`src/logic/sscd_pkg.sv`:
```
// shared constants for the synthesizer serial command decoder
package sscd_pkg;
  localparam logic [7:0] CMD_FUNC_WR    = 8'h01;
  localparam logic [7:0] CMD_DIV_WR     = 8'h02;
  localparam logic [7:0] CMD_GAIN_WR    = 8'h03;
  localparam logic [7:0] CMD_AUX_WR     = 8'h05;
  localparam logic [7:0] CMD_AUX_RD     = 8'h85;
  localparam logic [7:0] CMD_CORE_LINK  = 8'h10;
  localparam logic [7:0] CMD_COMMIT     = 8'h11;
  localparam logic [7:0] CMD_DIV_UPD    = 8'h12;
  localparam logic [7:0] CMD_GAIN_UPD   = 8'h13;
  localparam logic [7:0] CMD_ALL_UPD    = 8'h1F;
  localparam logic [7:0] CMD_TEMP_LINK  = 8'h30;
  localparam logic [7:0] CMD_ADC_LINK   = 8'h40;
  localparam logic [7:0] CMD_POT_LINK   = 8'h50;
  localparam logic [7:0] CMD_FLASH_LINK = 8'h70;
  localparam logic [7:0] AUX_RESET      = 8'h00;
  localparam logic [7:0] REG_RESET      = 8'h00;
  localparam int         AUX_FUNC_EN    = 7;
  localparam int         AUX_DIV_EN     = 6;
  localparam int         AUX_GAIN_EN    = 5;
  localparam int         AUX_COMMIT_EN  = 4;
  localparam logic [1:0] AUX_SRC_LOW    = 2'h0;
  localparam logic [1:0] AUX_SRC_LOCK   = 2'h1;
  localparam logic [1:0] AUX_SRC_MARK   = 2'h2;
  localparam logic [1:0] AUX_SRC_HIGH   = 2'h3;
  localparam int         SUB_CORE       = 0;
  localparam int         SUB_TEMP       = 1;
  localparam int         SUB_ADC        = 2;
  localparam int         SUB_POT        = 3;
  localparam int         SUB_FLASH      = 4;
  localparam int         SUB_COUNT      = 5;
  localparam logic [3:0] HALF_DIV       = 4'h4;
  localparam logic [5:0] CMD_IDLE       = 6'h01;
  localparam logic [5:0] CMD_XFER       = 6'h02;
  localparam logic [5:0] CMD_FINISH     = 6'h04;
  localparam logic [5:0] CMD_DONE       = 6'h08;
  localparam logic [5:0] CMD_APB_SETUP  = 6'h10;
  localparam logic [5:0] CMD_APB_ACCESS = 6'h20;
  localparam logic [7:0] APB_CTRL       = 8'h00;
  localparam logic [7:0] APB_STAT       = 8'h04;
  localparam logic [7:0] APB_RDATA      = 8'h08;
endpackage

```
`src/logic/sscd_link_if.sv`:
```
// serial command port between host controller and decoder
`timescale 1ns/1ps
`default_nettype none
interface sscd_link_if;
  logic hostSelectN;
  logic hostSclk;
  logic hostMosi;
  logic hostMiso;
  modport device (input hostSelectN, input hostSclk, input hostMosi, output hostMiso);
  modport host   (output hostSelectN, output hostSclk, output hostMosi, input hostMiso);
endinterface
`default_nettype wire

```
`src/logic/sscd_device.sv`:
```
// device end: command decoder behind the host serial port
`timescale 1ns/1ps
`default_nettype none
module sscd_device (
  input  wire logic                          core_clk,
  input  wire logic                          nrst,
  sscd_link_if.device                        link,
  input  wire logic                          pllLock,
  output logic                               aux_monitor_pin,
  output logic                               synth_core_commit_pulse,
  output logic [7:0]                         funcLines,
  output logic [2:0]                         dividerLines,
  output logic [5:0]                         gainLines,
  output logic [sscd_pkg::SUB_COUNT-1:0]     subSelectN,
  output logic                               subSclk,
  output logic                               subMosi,
  input  wire logic [sscd_pkg::SUB_COUNT-1:0] subMiso
);
  logic       selN;
  logic       selRise;
  logic       sclk;
  logic       sclkRise;
  logic       sclkFall;
  logic       mosi;
  logic       lock;
  logic       misoRaw;
  logic [1:0] misoMeta_q;
  logic       lockMeta_q;
  logic       lockSync_q;
  logic [2:0] mosiMeta_q;
  logic       subMisoS;

  sscd_sync_edge uSel (.core_clk(core_clk), .nrst(nrst), .asyncIn(link.hostSelectN),
                       .resetVal(1'b1), .level(selN), .rise(selRise), .fall());
  sscd_sync_edge uClk (.core_clk(core_clk), .nrst(nrst), .asyncIn(link.hostSclk),
                       .resetVal(1'b0), .level(sclk), .rise(sclkRise), .fall(sclkFall));

  always_ff @(posedge core_clk or negedge nrst) begin
    if (!nrst) begin
      mosiMeta_q <= 3'h0;
      lockMeta_q <= 1'b0;
      lockSync_q <= 1'b0;
    end else begin
      mosiMeta_q <= {mosiMeta_q[1:0], link.hostMosi};
      lockMeta_q <= pllLock;
      lockSync_q <= lockMeta_q;
    end
  end
  // mosi delayed one more flop so it lines up with the sclk edge flags
  assign mosi = mosiMeta_q[2];
  assign lock = lockSync_q;

  ////////////////////////////////////////////////////////////////////////////
  logic [7:0]  shift_q;
  logic [2:0]  bitCnt_q;
  logic [7:0]  cmd_q;
  logic        haveCmd_q;
  logic [7:0]  dataCnt_q;
  logic [7:0]  txShift_q;
  logic [7:0]  aux_output_select;
  logic [7:0]  divBuf_q;
  logic [7:0]  gainBuf_q;
  logic        marker_q;
  logic        passOn_q;
  logic [2:0]  subIdx_q;
  logic [7:0]  shiftD;
  logic        byteDone;
  logic        isLink;
  logic [2:0]  linkIdx;

  assign shiftD   = {shift_q[6:0], mosi};
  assign byteDone = sclkRise && bitCnt_q == 3'h7 && !selN;

  function automatic logic [3:0] link_of(input logic [7:0] c);
    case (c)
      sscd_pkg::CMD_CORE_LINK:  link_of = {1'b1, 3'(sscd_pkg::SUB_CORE)};
      sscd_pkg::CMD_TEMP_LINK:  link_of = {1'b1, 3'(sscd_pkg::SUB_TEMP)};
      sscd_pkg::CMD_ADC_LINK:   link_of = {1'b1, 3'(sscd_pkg::SUB_ADC)};
      sscd_pkg::CMD_POT_LINK:   link_of = {1'b1, 3'(sscd_pkg::SUB_POT)};
      sscd_pkg::CMD_FLASH_LINK: link_of = {1'b1, 3'(sscd_pkg::SUB_FLASH)};
      default:                  link_of = 4'h0;
    endcase
  endfunction
  wire [3:0] linkSel = link_of(shiftD);
  assign isLink  = linkSel[3];
  assign linkIdx = linkSel[2:0];

  // byte decode on the rising host clock, mode 0
  wire firstData = byteDone && haveCmd_q && dataCnt_q == 8'h00;
  wire wrAux     = firstData && cmd_q == sscd_pkg::CMD_AUX_WR;
  wire wrFunc    = firstData && cmd_q == sscd_pkg::CMD_FUNC_WR;
  wire wrDiv     = firstData && cmd_q == sscd_pkg::CMD_DIV_WR;
  wire wrGain    = firstData && cmd_q == sscd_pkg::CMD_GAIN_WR;
  wire cmdByte   = byteDone && !haveCmd_q;
  // update commands act on the command byte itself; the dummy data byte is ignored
  wire updDiv    = cmdByte && (shiftD == sscd_pkg::CMD_DIV_UPD ||
                               shiftD == sscd_pkg::CMD_ALL_UPD);
  wire updGain   = cmdByte && (shiftD == sscd_pkg::CMD_GAIN_UPD ||
                               shiftD == sscd_pkg::CMD_ALL_UPD);
  wire doCommit  = cmdByte && (shiftD == sscd_pkg::CMD_COMMIT ||
                               shiftD == sscd_pkg::CMD_ALL_UPD);
  wire funcNew   = wrFunc && shiftD != funcLines;
  wire divNew    = updDiv && divBuf_q[2:0] != dividerLines;
  wire gainNew   = updGain && gainBuf_q[5:0] != gainLines;
  wire markSet   = (funcNew && aux_output_select[sscd_pkg::AUX_FUNC_EN])
                || (divNew && aux_output_select[sscd_pkg::AUX_DIV_EN])
                || (gainNew && aux_output_select[sscd_pkg::AUX_GAIN_EN])
                || (doCommit && aux_output_select[sscd_pkg::AUX_COMMIT_EN]);

  always_ff @(posedge core_clk or negedge nrst) begin
    if (!nrst) begin
      shift_q   <= 8'h00;
      bitCnt_q  <= 3'h0;
      cmd_q     <= 8'h00;
      haveCmd_q <= 1'b0;
      dataCnt_q <= 8'h00;
      passOn_q  <= 1'b0;
      subIdx_q  <= 3'h0;
    end else if (selN) begin
      bitCnt_q  <= 3'h0;
      haveCmd_q <= 1'b0;
      dataCnt_q <= 8'h00;
      passOn_q  <= 1'b0;
    end else if (sclkRise) begin
      shift_q  <= shiftD;
      bitCnt_q <= bitCnt_q + 3'h1;
      if (byteDone) begin
        if (!haveCmd_q) begin
          cmd_q     <= shiftD;
          haveCmd_q <= 1'b1;
          passOn_q  <= isLink;
          subIdx_q  <= linkIdx;
        end else if (dataCnt_q != 8'hFF) begin
          dataCnt_q <= dataCnt_q + 8'h01;
        end
      end
    end
  end

  always_ff @(posedge core_clk or negedge nrst) begin
    if (!nrst) begin
      aux_output_select       <= sscd_pkg::AUX_RESET;
      funcLines               <= sscd_pkg::REG_RESET;
      divBuf_q                <= sscd_pkg::REG_RESET;
      gainBuf_q               <= sscd_pkg::REG_RESET;
      dividerLines            <= 3'h0;
      gainLines               <= 6'h00;
      synth_core_commit_pulse <= 1'b0;
      marker_q                <= 1'b0;
    end else begin
      if (wrAux)   aux_output_select <= shiftD;
      if (wrFunc)  funcLines <= shiftD;
      if (wrDiv)   divBuf_q <= shiftD;
      if (wrGain)  gainBuf_q <= shiftD;
      if (updDiv)  dividerLines <= divBuf_q[2:0];
      if (updGain) gainLines <= gainBuf_q[5:0];
      synth_core_commit_pulse <= doCommit;
      // set wins over the select-rise clear
      if (markSet)      marker_q <= 1'b1;
      else if (selRise) marker_q <= 1'b0;
    end
  end

  ////////////////////////////////////////////////////////////////////////////
  // reply shifts out on falling host clock; read commands load the byte after the command
  always_ff @(posedge core_clk or negedge nrst) begin
    if (!nrst) begin
      txShift_q <= 8'h00;
    end else if (byteDone && !haveCmd_q) begin
      case (shiftD)
        sscd_pkg::CMD_AUX_RD: txShift_q <= aux_output_select;
        8'h81:                txShift_q <= {lock, funcLines[6:0]};
        8'h82:                txShift_q <= divBuf_q;
        8'h83:                txShift_q <= gainBuf_q;
        default:              txShift_q <= 8'h00;
      endcase
    end else if (sclkFall && haveCmd_q && !passOn_q) begin
      txShift_q <= {txShift_q[6:0], 1'b0};
    end
  end

  always_ff @(posedge core_clk or negedge nrst) begin
    if (!nrst) begin
      misoMeta_q <= 2'h0;
    end else begin
      misoMeta_q <= {misoMeta_q[0], subMiso[subIdx_q]};
    end
  end
  assign subMisoS = misoMeta_q[1];
  assign misoRaw  = passOn_q ? subMisoS : txShift_q[7];

  wire [1:0] auxSel = aux_output_select[1:0];
  wire auxNext = (auxSel == sscd_pkg::AUX_SRC_LOW)  ? 1'b0 :
                 (auxSel == sscd_pkg::AUX_SRC_LOCK) ? lock :
                 (auxSel == sscd_pkg::AUX_SRC_MARK) ? (marker_q | markSet) : 1'b1;

  generate
    for (genvar i = 0; i < sscd_pkg::SUB_COUNT; i++) begin : gSel
      always_ff @(posedge core_clk or negedge nrst) begin
        if (!nrst) subSelectN[i] <= 1'b1;
        else       subSelectN[i] <= !(passOn_q && subIdx_q == 3'(i));
      end
    end
  endgenerate

  always_ff @(posedge core_clk or negedge nrst) begin
    if (!nrst) begin
      aux_monitor_pin <= 1'b0;
      subSclk         <= 1'b0;
      subMosi         <= 1'b0;
      link.hostMiso   <= 1'b0;
    end else begin
      aux_monitor_pin <= auxNext;
      subSclk         <= passOn_q & sclk;
      subMosi         <= passOn_q & mosi;
      link.hostMiso   <= misoRaw;
    end
  end
endmodule
`default_nettype wire

```
`src/logic/sscd_sync_edge.sv`:
```
// two-flop synchroniser with rise and fall detection
`timescale 1ns/1ps
`default_nettype none
module sscd_sync_edge (
  input  wire logic core_clk,
  input  wire logic nrst,
  input  wire logic asyncIn,
  input  wire logic resetVal,
  output logic      level,
  output logic      rise,
  output logic      fall
);
  logic meta_q;
  logic sync_q;
  logic prev_q;
  always_ff @(posedge core_clk or negedge nrst) begin
    if (!nrst) begin
      meta_q <= 1'b0;
      sync_q <= 1'b0;
      prev_q <= 1'b0;
    end else begin
      meta_q <= asyncIn ^ resetVal;
      sync_q <= meta_q;
      prev_q <= sync_q;
    end
  end
  // resetVal folds the idle level so reset state reads idle without a port on the async path
  assign level = sync_q ^ resetVal;
  assign rise  = (sync_q ^ resetVal) & ~(prev_q ^ resetVal);
  assign fall  = ~(sync_q ^ resetVal) & (prev_q ^ resetVal);
endmodule
`default_nettype wire
```
`src/flat_wrapper.sv`:
```
// flat-port wrapper written by rule: the top's interface ports become plain ports
module sscd_device_flat 
  (core_clk, nrst, pllLock, aux_monitor_pin, synth_core_commit_pulse, funcLines, dividerLines, gainLines, subSelectN, subSclk, subMosi, subMiso, link_hostSelectN, link_hostSclk, link_hostMosi, link_hostMiso);
  sscd_link_if link_i ();
  input  wire logic core_clk;
  input  wire logic nrst;
  input  wire logic pllLock;
  output logic aux_monitor_pin;
  output logic synth_core_commit_pulse;
  output logic [7:0] funcLines;
  output logic [2:0] dividerLines;
  output logic [5:0] gainLines;
  output logic [sscd_pkg::SUB_COUNT-1:0] subSelectN;
  output logic subSclk;
  output logic subMosi;
  input  wire logic [sscd_pkg::SUB_COUNT-1:0] subMiso;
  input wire logic [$bits(link_i.hostSelectN)-1:0] link_hostSelectN;
  input wire logic [$bits(link_i.hostSclk)-1:0] link_hostSclk;
  input wire logic [$bits(link_i.hostMosi)-1:0] link_hostMosi;
  output wire logic [$bits(link_i.hostMiso)-1:0] link_hostMiso;
  assign link_i.hostSelectN = link_hostSelectN;
  assign link_i.hostSclk = link_hostSclk;
  assign link_i.hostMosi = link_hostMosi;
  assign link_hostMiso = link_i.hostMiso;
  sscd_device u_core (.core_clk(core_clk), .nrst(nrst), .link(link_i), .pllLock(pllLock), .aux_monitor_pin(aux_monitor_pin), .synth_core_commit_pulse(synth_core_commit_pulse), .funcLines(funcLines), .dividerLines(dividerLines), .gainLines(gainLines), .subSelectN(subSelectN), .subSclk(subSclk), .subMosi(subMosi), .subMiso(subMiso));
endmodule
```
`config.mk`:
```
export PLATFORM = sky130hd
export DESIGN_NAME = sscd_device_flat
export DESIGN_NICKNAME = d
export VERILOG_FILES = /design/src/logic/sscd_pkg.sv /design/src/logic/sscd_link_if.sv /design/src/logic/sscd_device.sv /design/src/logic/sscd_sync_edge.sv /design/src/flat_wrapper.sv
export SDC_FILE = /design/constraint.sdc
export NUM_CORES = 1
export LEC_CHECK = 0
export BUFFER_PORTS_ARGS = -buffer_cell sky130_fd_sc_hd__buf_4
export CAP_MARGIN = 30
export CORE_UTILIZATION = 46
export CTS_CLUSTER_DIAMETER = 100
export DETAILED_ROUTE_END_ITERATION = 8
export HOLD_SLACK_MARGIN = 0.15
export PLACE_DENSITY = 0.63
export SLEW_MARGIN = 20
export SYNTH_ARGS = -nofsm -noshare
export SYNTH_HDL_FRONTEND = slang
export SYNTH_SLANG_ARGS = --single-unit
```
`constraint.sdc`:
```
create_clock -name core_clk -period 3 [get_ports core_clk]
set_input_delay 0.9 -clock core_clk [delete_from_list [all_inputs] [get_ports core_clk]]
set_output_delay 0.9 -clock core_clk [all_outputs]
set_load 0.01 [all_outputs]
```
==> results of run 1 <==
## routing by layer
| layer | routed length, um | GRT usage | up-vias |
|---|---|---|---|
| li1 | - | - | 1502 |
| met2 | 4563 | 0.3081 | 80 |
| met3 | 554 | 0.04637 | 9 |
| met1 | 4877 | 0.2836 | 1602 |
| met5 | 0 | 0 | - |
| met4 | 133 | 0.06020 | 0 |
## worst max-delay path: stages (launching register included)
cell	delay, ns
dfrtp_1	0.65
buf_4	0.33
xor2_1	0.10
nor4_1	0.23
nand2_1	0.14
a2111oi_0	0.70
a21oi_1	0.18
## kinds of logic (layout without fill, tap and decap cells)
group,after synthesis,after routing,share of synthesized area
AO/OA/AOI/OAI,48,48,0.06535
XOR/XNOR,26,26,0.04738
adder cells (fa/ha/maj),4,4,0.01041
buffers and inverters,33,73,0.03020
flip-flops,104,104,0.5428
multiplexers,60,60,0.1398
AND/OR/NAND/NOR,132,132,0.1640
## registers in the layout (all words and copies together) (netlist names), 2 cells and up
register                  count
u_core.aux_output_select      8
u_core.cmd_q                  8
u_core.dataCnt_q              8
u_core.divBuf_q               8
u_core.funcLines              8
u_core.gainBuf_q              8
u_core.txShift_q              8
u_core.shift_q                7
u_core.gainLines              6
u_core.subSelectN             5
u_core.bitCnt_q               3
u_core.dividerLines           3
u_core.mosiMeta_q             3
u_core.subIdx_q               3
u_core.misoMeta_q             2
## cell usage in the layout, fill, tap and decap left out, drive strengths merged, types with 5 or more instances in the layout
cell | netlist | layout
nand2 | 41 | 41
nor4 | 6 | 6
nor2b | 6 | 6
and2 | 12 | 12
xor2 | 17 | 17
a221oi | 7 | 7
buf | 9 | 47
clkbuf | 14 | 11
mux2 | 47 | 47
dfstp | 5 | 5
o21ai | 15 | 15
nor3 | 14 | 14
nand3 | 8 | 8
dfrtp | 99 | 99
nor2 | 17 | 17
a21oi | 10 | 10
mux2i | 12 | 12
xnor2 | 9 | 9
inv | 10 | 10
## per-stage QoR
stage | area, um^2 | power (uW) | hold WS [ns] | cells | worst slack, ns
floorplan | 4806 | 1734 | 0.3312 | 407 | 0.8240
global placement | 5230 | 1848 | 0.3321 | 564 | 0.5581
detailed placement | 5230 | 1850 | 0.3347 | 564 | 0.5736
CTS | 5428 | 2716 | 0.3562 | 580 | 0.5267
global route | 5428 | 2811 | 0.3665 | 580 | 0.3724
finish | 5428 | 2692 | 0.3545 | 580 | 0.5248
## power by group through the flow
stage | logic (uW) | clock network, uW | registers (uW)
after global routing | 284 | 943 | 1580
final | 252 | 865 | 1570
after detailed placement | 253 | 0 | 1600
after global placement | 248 | 0 | 1600
after floorplan | 245 | 0 | 1490
after CTS | 254 | 893 | 1570
## cell type report
cell class              count  area [um^2]
repair buffers             47        365.4
well taps                 133        166.4
clock buffers              11        141.4
fillers                   887         4527
flip-flops and latches    104         2609
clock inverters             5        56.30
multi-input cells         270         2052
inverters                  10        37.54
## worst max path at each step
| stage | end | slack [ns] | cells past startpoint |
|---|---|---|---|
| after floorplan | u_core.divBuf_q[0] | 0.82 | 7 |
| after global placement | u_core.aux_monitor_pin | 0.56 | 6 |
| after detailed placement | u_core.divBuf_q[4] | 0.57 | 7 |
| after CTS | u_core.aux_monitor_pin | 0.53 | 6 |
| after global routing | u_core.divBuf_q[4] | 0.37 | 7 |
| final | u_core.aux_monitor_pin | 0.52 | 6 |
==> results by group, run 1 <==
Hold path
  • Worst hold path type: reg -> reg
  • Hold path depth: 0
  • Hold Crit Start: u_core.uClk.meta_q
  • Hold Crit Endpoint: u_core.uClk.sync_q

Worst setup path
  • Required time of the worst setup path: 3.21 ns
  • Cells on worst reg2reg path: 6
  • CP Capture Type: flip-flop
  • CP max FO: 14
  • Flop-to-flop setup slack: approximately 0.52 ns
  • Worst EP arrival: roughly 2.7 ns
  • R2R Path End: u_core.aux_monitor_pin
  • Startpoint Class: flip-flop
  • CP startpoint: u_core.mosiMeta_q[2]
  • Worst reg2reg startpoint: u_core.mosiMeta_q[2]
  • CP Class: reg -> reg

Logic synthesis
  • YS warnings: 0
  • Synth area leader: dfrtp_1
  • Cell count after synthesis: about 400
  • Top post-synthesis cells by area: dfrtp_1, mux2_2, nand2_1
  • Synthesized Nets: 422
  • Main synth FF type: dfrtp_1
  • Most frequent cell after synthesis: dfrtp_1
  • Seq/Total Area, Yosys: 0.5428
  • Post-synth cell types: 55
  • Syn avg cell area: 11.81 um^2
  • Top post-synthesis cells by count: dfrtp_1, mux2_2, nand2_1
  • Top-area cell type share of the netlist area: 0.5155
  • Async SR Flop Fraction: 1.000
  • Cell Area, Synth: a little under 5000 um^2
  • Synthesized flop and latch total: 104
  • Post-synth EDFFs: 0

Place
  • HPWL after DPL: between 7000 and 8000 um
  • IO Port Bufs: 37
  • Final GP Congestion: between 0.7 and 0.8

Timing
  • Slew @ Worst Pin: 0.7521 ns
  • Setup_tns: 0 ns
  • # setup viols final: 0
  • Final period util: 0.8251
  • Crit path time final: about 2.5 ns
  • Slew headroom: 0.4856
  • Fmax: about 400 MHz
  • Max Slew Vio Count: 0
  • Final hold violation count: 0
  • Final setup skew: approximately 0.0097 ns
  • RSZ-0062 raised after global routing: false

Finish
  • Layout Utilization: 0.5452
  • Antenna Cells: 0
  • Share of cells above drive strength 1: 0.2841
  • Nets: ~460
  • Synthesis-to-layout area growth: 12.94%

Power
  • Max IR drop VDD: roughly 0.00037 V
  • Sw frac: 0.2709
  • Static leakage: between 0.002 and 0.003 uW
  • Combinational share of power: 0.094
  • P_int: between 1500 and 2000 uW
  • PD cells: about 500 nW/um^2
  • Seq pwr share: 0.585
  • Clock power share: 0.321
  • Net Sw Power: 729.2 uW

GRT
  • Grt ovf: 0
  • Total Routing Usage GR: 0.2007
  • First-pass GRT wire length: 16,840 um
  • Number of global-route vias before repair: between 3k and 4k
  • Largest net degree at the start of global routing: 46
  • Initial antenna violation count: 0

Clock tree
  • # H-tree levels: 3
  • CTS tree: yes
  • Clock buffer depth: 2
  • Clock root cell: clkbuf_8
  • Worst-skew pair later-pin latency: 0.36 ns
  • TritonCTS Sinks: roughly 100
  • CTS Buf Count: 9
  • Post CTS Setup Buffer Count: 0
  • Clock-pin transition on the worst setup and hold timing paths: about 0.090 ns
  • Post-CTS sizing: 0
  • Post-CTS Hold Buffers: 0

Drt
  • DR vias: 3,193
  • Avg WL per Cell: 17.46 um
  • Remaining antenna violation count: 0
  • 1st-pass router iterations: 4
  • Via density: between 5 and 6
  • DR DRC count: 0
  • DR iter-0 viols: approximately 170
  • Drt total wl: around 10,000 um

Die
  • Row count: 36
  • Initial core utilization: 0.4828
  • Ports: 38
  • Die Wd: about 100 um
  • Die height: around 100 um
  • Die Area: approximately 11,000 um^2
  • Std-Cell Core Area: approximately 10000 um^2

Run status
  • Outcome: finished, final reports clean

Run
  • MaxCap Viol Count: 0
No activity file was read; power rests on OpenSTA's default activity.
==> run 2, diff against run 1 <==
Settings changed: PLACE_DENSITY 0.63 to 0.65.
Clock period 3 ns to 2.1 ns, I/O delays scaled along.
==> run 2 against run 1 <==
The flow now finishes with violations (setup timing). Utilization rose by 5.5 points. Routed wire length rose by 5.7%. Clock skew fell by 0.00058 ns. Critical endpoint is now u_core.gainBuf_q[5]. Die area did not move. Total power rose by 53%. Critical path depth rose by 3. Fmax rose by 15%. Hold slack got worse by 0.17 ns. Via count rose by 3.9%.
==> results by group, run 2 (synthesis results as in run 1) <==
Timing
  • Slew @ Worst Pin: 0.5874 ns (-0.1647 ns)
  • Fmax: 462.8 MHz (+15%)
  • Final hold violation count: 0 (unchanged)
  • RSZ-0062 raised after global routing: true
  • Slew headroom: 0.6080 (+0.1224)
  • # setup viols final: 16 (+16)
  • Worst Slack Setup Final: -0.06074 ns (-0.5856 ns)
  • Crit path time final: 2.161 ns (-0.3144 ns)
  • Max Slew Vio Count: 0 (unchanged)
  • Final period util: 1.029 (+0.2039)
  • Final setup skew: 0.009136 ns (-0.0005757 ns)
  • Setup_tns: -0.6675 ns (-0.6675 ns)

Die
  • Ports: 38 (unchanged)
  • Die Wd: 104.2 um (unchanged)
  • Std-Cell Core Area: 9955 um^2 (unchanged)
  • Die Area: 10,860 um^2 (unchanged)
  • Initial core utilization: 0.4828 (unchanged)
  • Die height: 104.2 um (unchanged)
  • Row count: 36 (unchanged)

Power
  • Static leakage: 0.002862 uW (+9.7%)
  • Max IR drop VDD: 0.0004089 V (+9.1%)
  • PD cells: 688.7 nW/um^2 (+39%)

Worst setup path
  • CP Class: reg -> reg
  • CP cell instances: ha_4 -> ha_4 -> and3b_2 -> nand4_2 -> nand4b_4 -> buf_4 -> nor3_4 -> buf_12 -> mux2_2
  • CP Capture Type: flip-flop
  • Startpoint Class: flip-flop
  • CP max FO: 8 (-6)
  • Largest incremental delay on the critical path: 0.40 ns (-0.30 ns)
  • Required time of the worst setup path: 2.35 ns (-0.86 ns)
  • Worst EP arrival: 2.42 ns (-0.27 ns)
  • Most frequent CP cell: ha_4
  • Crit-path slowest cell: dfrtp_1

Clock tree
  • CTS Buf Count: 9 (unchanged)
  • Clock buffer depth: 2 (unchanged)
  • TritonCTS Sinks: 104 (unchanged)
  • Clock root cell: clkbuf_8
  • Worst-skew pair later-pin latency: 0.37 ns (about the same)
  • Post-CTS Hold Buffers: 0 (unchanged)
  • # H-tree levels: 3 (unchanged)
  • Clock-pin transition on the worst setup and hold timing paths: 0.10 ns (about the same)
  • CTS tree: yes

Finish
  • Antenna Cells: 0 (unchanged)
  • FF/Latch Area: 2610 um^2 (about the same)
  • Commonest non-fill, non-tap cell in the layout: dfrtp_1
  • Share of cells above drive strength 1: 0.3638 (+0.07971)
  • Synthesis-to-layout area growth: 24.29%
  • Multi-input gate area: 2261 um^2 (+10%)
  • Nets: 491 (+7.4%)
  • Most frequent cells in the layout: dfrtp_1, buf_4, nand2_1, mux2_4, mux2_2
  • Fin cells: 614 (+5.9%)
  • Fillers: 798 (-10%)

Run
  • MaxCap Viol Count: 0 (unchanged)

Place
  • HPWL after DPL: 7372 um (+1.4%)
  • Final GP Congestion: 0.8207 (+3.3%)
  • Pre-CTS setup slack: -0.1410 ns (-0.7145 ns)
  • DP Cell Count: 593 (+5.1%)
  • IO Port Bufs: 37 (unchanged)

Run status
  • Failing checks: setup timing
  • Outcome: finished, violations left

GRT
  • Number of global-route vias before repair: 3,283 (+0.58%)
  • Initial antenna violation count: 0 (unchanged)
  • Grt ovf: 0 (unchanged)
  • First-pass GRT wire length: 17,270 um (+2.5%)
  • Total Routing Usage GR: 0.2073 (+0.006578)
  • Largest net degree at the start of global routing: 49 (+6.5%)

Drt
  • Via density: 5.404 (-1.8%)
  • DR DRC count: 0 (unchanged)
  • Remaining antenna violation count: 0 (unchanged)
  • 1st-pass router iterations: 4 (unchanged)
  • Avg WL per Cell: 17.44 um (-0.11%)
  • Drt total wl: 10,710 um (+5.7%)
  • DR iter-0 viols: 116 (-30%)
  • DR vias: 3,318 (+3.9%)

Hold path
  • Worst hold path type: in -> async
==> run 2: cell count changes in the layout (fill, tap and decap cells not counted), moves of 2 or more <==
cell / before / now
ha_1: 4 / 2
nor2_4: 0 / 2
buf_12: 1 / 4
inv_6: 0 / 2
mux2_4: 0 / 26
buf_6: 0 / 4
mux2_2: 47 / 21
buf_4: 46 / 72
ha_4: 0 / 2
==> run 2: path summary, 6_finish.rpt <==
check                      slack (ns)             endpoint  depth (start not counted)               start
setup / recovery                -0.06  u_core.gainBuf_q[5]                          9  u_core.bitCnt_q[1]
max in group asynchronous        1.26    u_core.shift_q[6]                          2                nrst
min in group core_clk            0.36          u_core.lock                          0   u_core.lockMeta_q
hold reg to reg                  0.36          u_core.lock                          0   u_core.lockMeta_q
hold / removal                   0.19  u_core.txShift_q[6]                          1                nrst
setup reg to reg                -0.06  u_core.gainBuf_q[5]                          9  u_core.bitCnt_q[1]
==> run 2: power breakdown <==
group	switching, uW	leakage, uW	internal, uW	total (uW)
registers	130	0.00140	2060	2190
clock network	677	0.000107	678	1360
logic	308	0.00136	258	566
total	1120	0.00286	3000	4110
==> run 2: worst max-delay path: cells and delay by family, from the launching register on <==
family                     cells  cell delay [ns]
adders and majority gates      2             0.28
buffers and inverters          2             0.35
and+or+nand+nor                4             0.68
DFF                            1             0.40
muxes                          1             0.34
==> run 2: through the flow <==
stage | total power [uW] | cell area, um^2 | hold WS [ns] | util
finish | 4114 | 5973 | 0.1875 | 0.6001
global route | 4304 | 5973 | 0.2026 | 0.6001
CTS | 4127 | 5792 | 0.1913 | 0.5818
detailed placement | 2757 | 5485 | 0.3347 | 0.5510
global placement | 2751 | 5485 | 0.3329 | 0.5510
floorplan | 2477 | 4806 | 0.3312 | -
==> run 2: timing repair <==
| action | CTS | global route |
|---|---|---|
| gates resized for setup | 18 | 37 |
| setup buffers | 2 | 3 |
| setup endpoints to repair | 34 | 41 |
| pin swaps | 1 | 8 |
==> run 2: routing by layer <==
| layer | routed length (um) | global-route usage | part of all wire |
|---|---|---|---|
| met1 | 5004 | 0.2968 | 0.47 |
| met5 | 0 | 0 | 0 |
| met4 | 89 | 0.06020 | 0.0083 |
| met3 | 519 | 0.04574 | 0.048 |
| met2 | 5098 | 0.3167 | 0.48 |
==> run 2: final cells by class <==
type                    count  area share
flip-flops and latches    104      0.4369
multi-input cells         270      0.3785
repair buffers             81      0.1140
well taps                 133     0.02786
clock buffers              10     0.02137
clock inverters             6     0.01508
inverters                  10    0.006284
==> run 3, diff against run 2 <==
Settings changed: ABC_AREA from default to 1, CORE_UTILIZATION 46 to 50, PLACE_DENSITY 0.65 to 0.7.
==> run 3 against run 2 <==
The flow now finishes without violations. Final cell count increased by 24%. Routed wire length increased by 2.1%. Hold slack improved by 0.040 ns. Die area decreased by 7.9%. Via count increased by 18%. Non-clock buffer count decreased by 26. Area after synthesis unchanged. Clock power increased by 7%. Combinational power decreased by 16%. Clock skew increased by 0.0038 ns. Sequential power decreased by 3%. Utilization about the same. Critical path type unchanged. Critical endpoint is now u_core.gainBuf_q[6]. Highest routed layer unchanged.
==> results by group, run 3 <==
Die
  • Die height: 100.0 um (-4.0%)
  • Initial core utilization: 0.5177 (+0.03487)
  • Row count: 35 (-2.8%)
  • Std-Cell Core Area: 9284 um^2 (-6.7%)
  • Die Wd: 100.0 um (-4.0%)
  • Die Area: 10,010 um^2 (-7.9%)
  • Ports: 38 (unchanged)

Worst setup path
  • Worst EP arrival: 2.19 ns (-0.23 ns)
  • Largest incremental delay on the critical path: 0.41 ns (about the same)
  • Crit path buffers/inverters: 2 (unchanged)
  • Required time of the worst setup path: 2.35 ns (about the same)
  • CP cell instances: inv_1 -> ha_1 -> inv_1 -> nor2_1 -> nand2_1 -> nor4_4 -> nand3_2 -> nand2_1 -> o21ai_1
  • Delay-heaviest family, CP: simple AND/OR/NAND/NOR gates
  • CP max FO: 16 (+8)
  • Crit-path slowest cell: dfrtp_1
  • CP Capture Type: flip-flop
  • CP Class: reg -> reg
  • Startpoint Class: flip-flop

Timing
  • Max Slew Vio Count: 0 (unchanged)
  • Final setup skew: 0.01291 ns (+0.003771 ns)
  • # setup viols final: 0 (-16)
  • Slew headroom: 0.6274 (+0.01943)
  • RSZ-0062 raised after global routing: true
  • Final period util: 0.9204 (-0.1085)
  • Fmax: 517.4 MHz (+12%)
  • Crit path time final: 1.933 ns (-0.2278 ns)
  • Slew @ Worst Pin: 0.5589 ns (-0.02854 ns)
  • Final hold violation count: 0 (unchanged)

Logic synthesis
  • Syn avg cell area: 8.344 um^2 (-29%)
  • Synthesized Nets: 591 (+40%)
  • YS warnings: 0 (unchanged)
  • Top-area cell type share of the netlist area: 0.5155 (unchanged)
  • Main synth FF type: dfrtp_1
  • Synthesized flop and latch total: 104 (unchanged)
  • Synth Area in Compound Gates: 0.1257 (+0.06040)
  • Largest family of logic cells by synthesized area: simple AND/OR/NAND/NOR gates
  • Top post-synthesis cells by area: dfrtp_1, nand2_1, o21ai_0
  • Post-synth cell types: 36 (-35%)
  • Cell Area, Synth: 4806 um^2 (unchanged)
  • Async SR Flop Fraction: 1.000 (unchanged)
  • Cell count after synthesis: 576 (+42%)
  • Most frequent cell after synthesis: nand2_1
  • Simple-Gate Fraction of Synth Area: 0.2450 (+0.08097)
  • Area share of fa/ha/maj cells after synthesis: 0.01041 (unchanged)
  • Post-synthesis xor/xnor area fraction: 0.009112 (-0.03827)
  • Post-synth EDFFs: 0 (unchanged)
  • Seq/Total Area, Yosys: 0.5428 (unchanged)
  • Mux cell area share after synthesis: 0 (-0.1398)
  • Top post-synthesis cells by count: nand2_1, dfrtp_1, inv_1
  • Synth area leader: dfrtp_1

Clock tree
  • # H-tree levels: 3 (unchanged)
  • Post CTS Setup Buffer Count: 0 (-2)
  • Clock root cell: clkbuf_8
  • Clock-pin transition on the worst setup and hold timing paths: 0.10 ns (about the same)
  • CTS tree: yes
  • TritonCTS Sinks: 104 (unchanged)
  • Clock buffer depth: 2 (unchanged)
  • CTS Buf Count: 9 (unchanged)
  • Worst-skew pair later-pin latency: 0.37 ns (about the same)

Finish
  • Commonest non-fill, non-tap cell in the layout: nand2_1
  • Most frequent cells in the layout: nand2_1, dfrtp_1, inv_1, o21ai_0, buf_4
  • Fin cells: 764 (+24%)
  • Synthesis-to-layout area growth: 15.99%
  • Nets: 645 (+31%)
  • Antenna Cells: 0 (unchanged)
  • Share of cells above drive strength 1: 0.1638 (-0.2000)

Power
  • Clock power share: 0.358 (+0.029)
  • P_int: 2949 uW (-1.7%)
  • Combinational share of power: 0.118 (-0.020)
  • Static leakage: 0.002692 uW (-5.9%)
  • Seq pwr share: 0.524 (-0.009)
  • PD cells: 725.0 nW/um^2 (+5.3%)
  • Max IR drop VDD: 0.0003819 V (-6.6%)
  • Total power: 4041 uW (-1.8%)
  • Net Sw Power: 1093 uW (-2.0%)
  • Sw frac: 0.2704 (-0.0007113)

Place
  • DP Cell Count: 748 (+26%)
  • HPWL after DPL: 8006 um (+8.6%)
  • IO Port Bufs: 37 (unchanged)
  • Final GP Congestion: 0.8780 (+7.0%)

Run status
  • Outcome: finished, final reports clean

Drt
  • DR iter-0 viols: 273 (+140%)
  • Via density: 5.107 (-5.5%)
  • Remaining antenna violation count: 0 (unchanged)
  • Drt total wl: 10,930 um (+2.1%)
  • DR DRC count: 0 (unchanged)
  • 1st-pass router iterations: 5 (+1)
  • Avg WL per Cell: 14.31 um (-18%)
  • DR vias: 3,902 (+18%)

GRT
  • First-pass GRT wire length: 18,480 um (+7.0%)
  • Grt ovf: 0 (unchanged)
  • Total Routing Usage GR: 0.2436 (+0.03628)
  • Number of global-route vias before repair: 3,723 (+13%)
  • Largest net degree at the start of global routing: 100 (+100%)
  • Initial antenna violation count: 0 (unchanged)

Hold path
  • Worst hold path type: in -> async

Run
  • MaxCap Viol Count: 0 (unchanged)
==> run 3: stage by stage <==
stage	setup TNS (ns)	util	worst slack, ns	cell area, um^2	hold WS [ns]
5_1_grt	-0.06427	0.6004	-0.01904	5574	0.2180
4_1_cts	0	0.5996	0.1283	5567	0.2162
3_3_place_gp	0	0.5741	0.2330	5330	0.3330
6_report	0	0.6004	0.1671	5574	0.2271
3_5_place_dp	0	0.5741	0.1581	5330	0.3362
2_1_floorplan	0	-	0.3423	4806	0.3312
==> run 3: path summary, 6_finish.rpt <==
| path | slack, ns | depth (start not counted) | endpoint | start |
|---|---|---|---|---|
| setup / recovery | 0.17 | 9 | u_core.gainBuf_q[6] | u_core.dataCnt_q[0] |
| hold / removal | 0.23 | 1 | u_core.subSelectN[3] | nrst |
| setup reg to reg | 0.17 | 9 | u_core.gainBuf_q[6] | u_core.dataCnt_q[0] |
| hold reg to reg | 0.36 | 0 | u_core.mosiMeta_q[2] | u_core.mosiMeta_q[1] |
| max in group asynchronous | 1.31 | 2 | u_core.cmd_q[3] | nrst |
| min in group core_clk | 0.35 | 1 | u_core.uClk.meta_q | link_hostSclk |
==> run 3: cell type report <==
class | count | area [um^2]
fill | 829 | 3710
sequential | 104 | 2609
multi-input combinational | 391 | 1883
timing repair buffer | 55 | 425.4
inverter | 69 | 259.0
tap | 129 | 161.4
clock buffer | 11 | 151.4
clock inverter | 5 | 85.08
==> run 3: metal layers <==
metal | vias up | routed length, um | track usage
li1 | 1955 | - | -
met1 | 1857 | 5359 | 0.3598
met2 | 75 | 4958 | 0.3687
met3 | 15 | 430 | 0.03760
met4 | 0 | 184 | 0.08473
met5 | - | 0 | 0
==> run 3: cell families after synthesis <==
| group | Yosys count |
|---|---|
| buffers and inverters | 81 |
| AO/OA/AOI/OAI | 108 |
| XOR/XNOR | 5 |
| adder cells (fa/ha/maj) | 4 |
| AND/OR/NAND/NOR | 274 |
| flip-flops | 104 |
==> run 3: power by group through the flow <==
stage	logic [uW]	registers [uW]	clock network [uW]
floorplan	265	2130	0
global placement	461	2150	0
detailed placement	471	2150	0
CTS	473	2120	1480
global route	533	2120	1570
finish	478	2120	1450
==> run 3: repair_timing <==
action / CTS / global route
setup endpoints to repair: 0 / 15
resized for setup: 0 / 2
hold buffers: 0 / 0
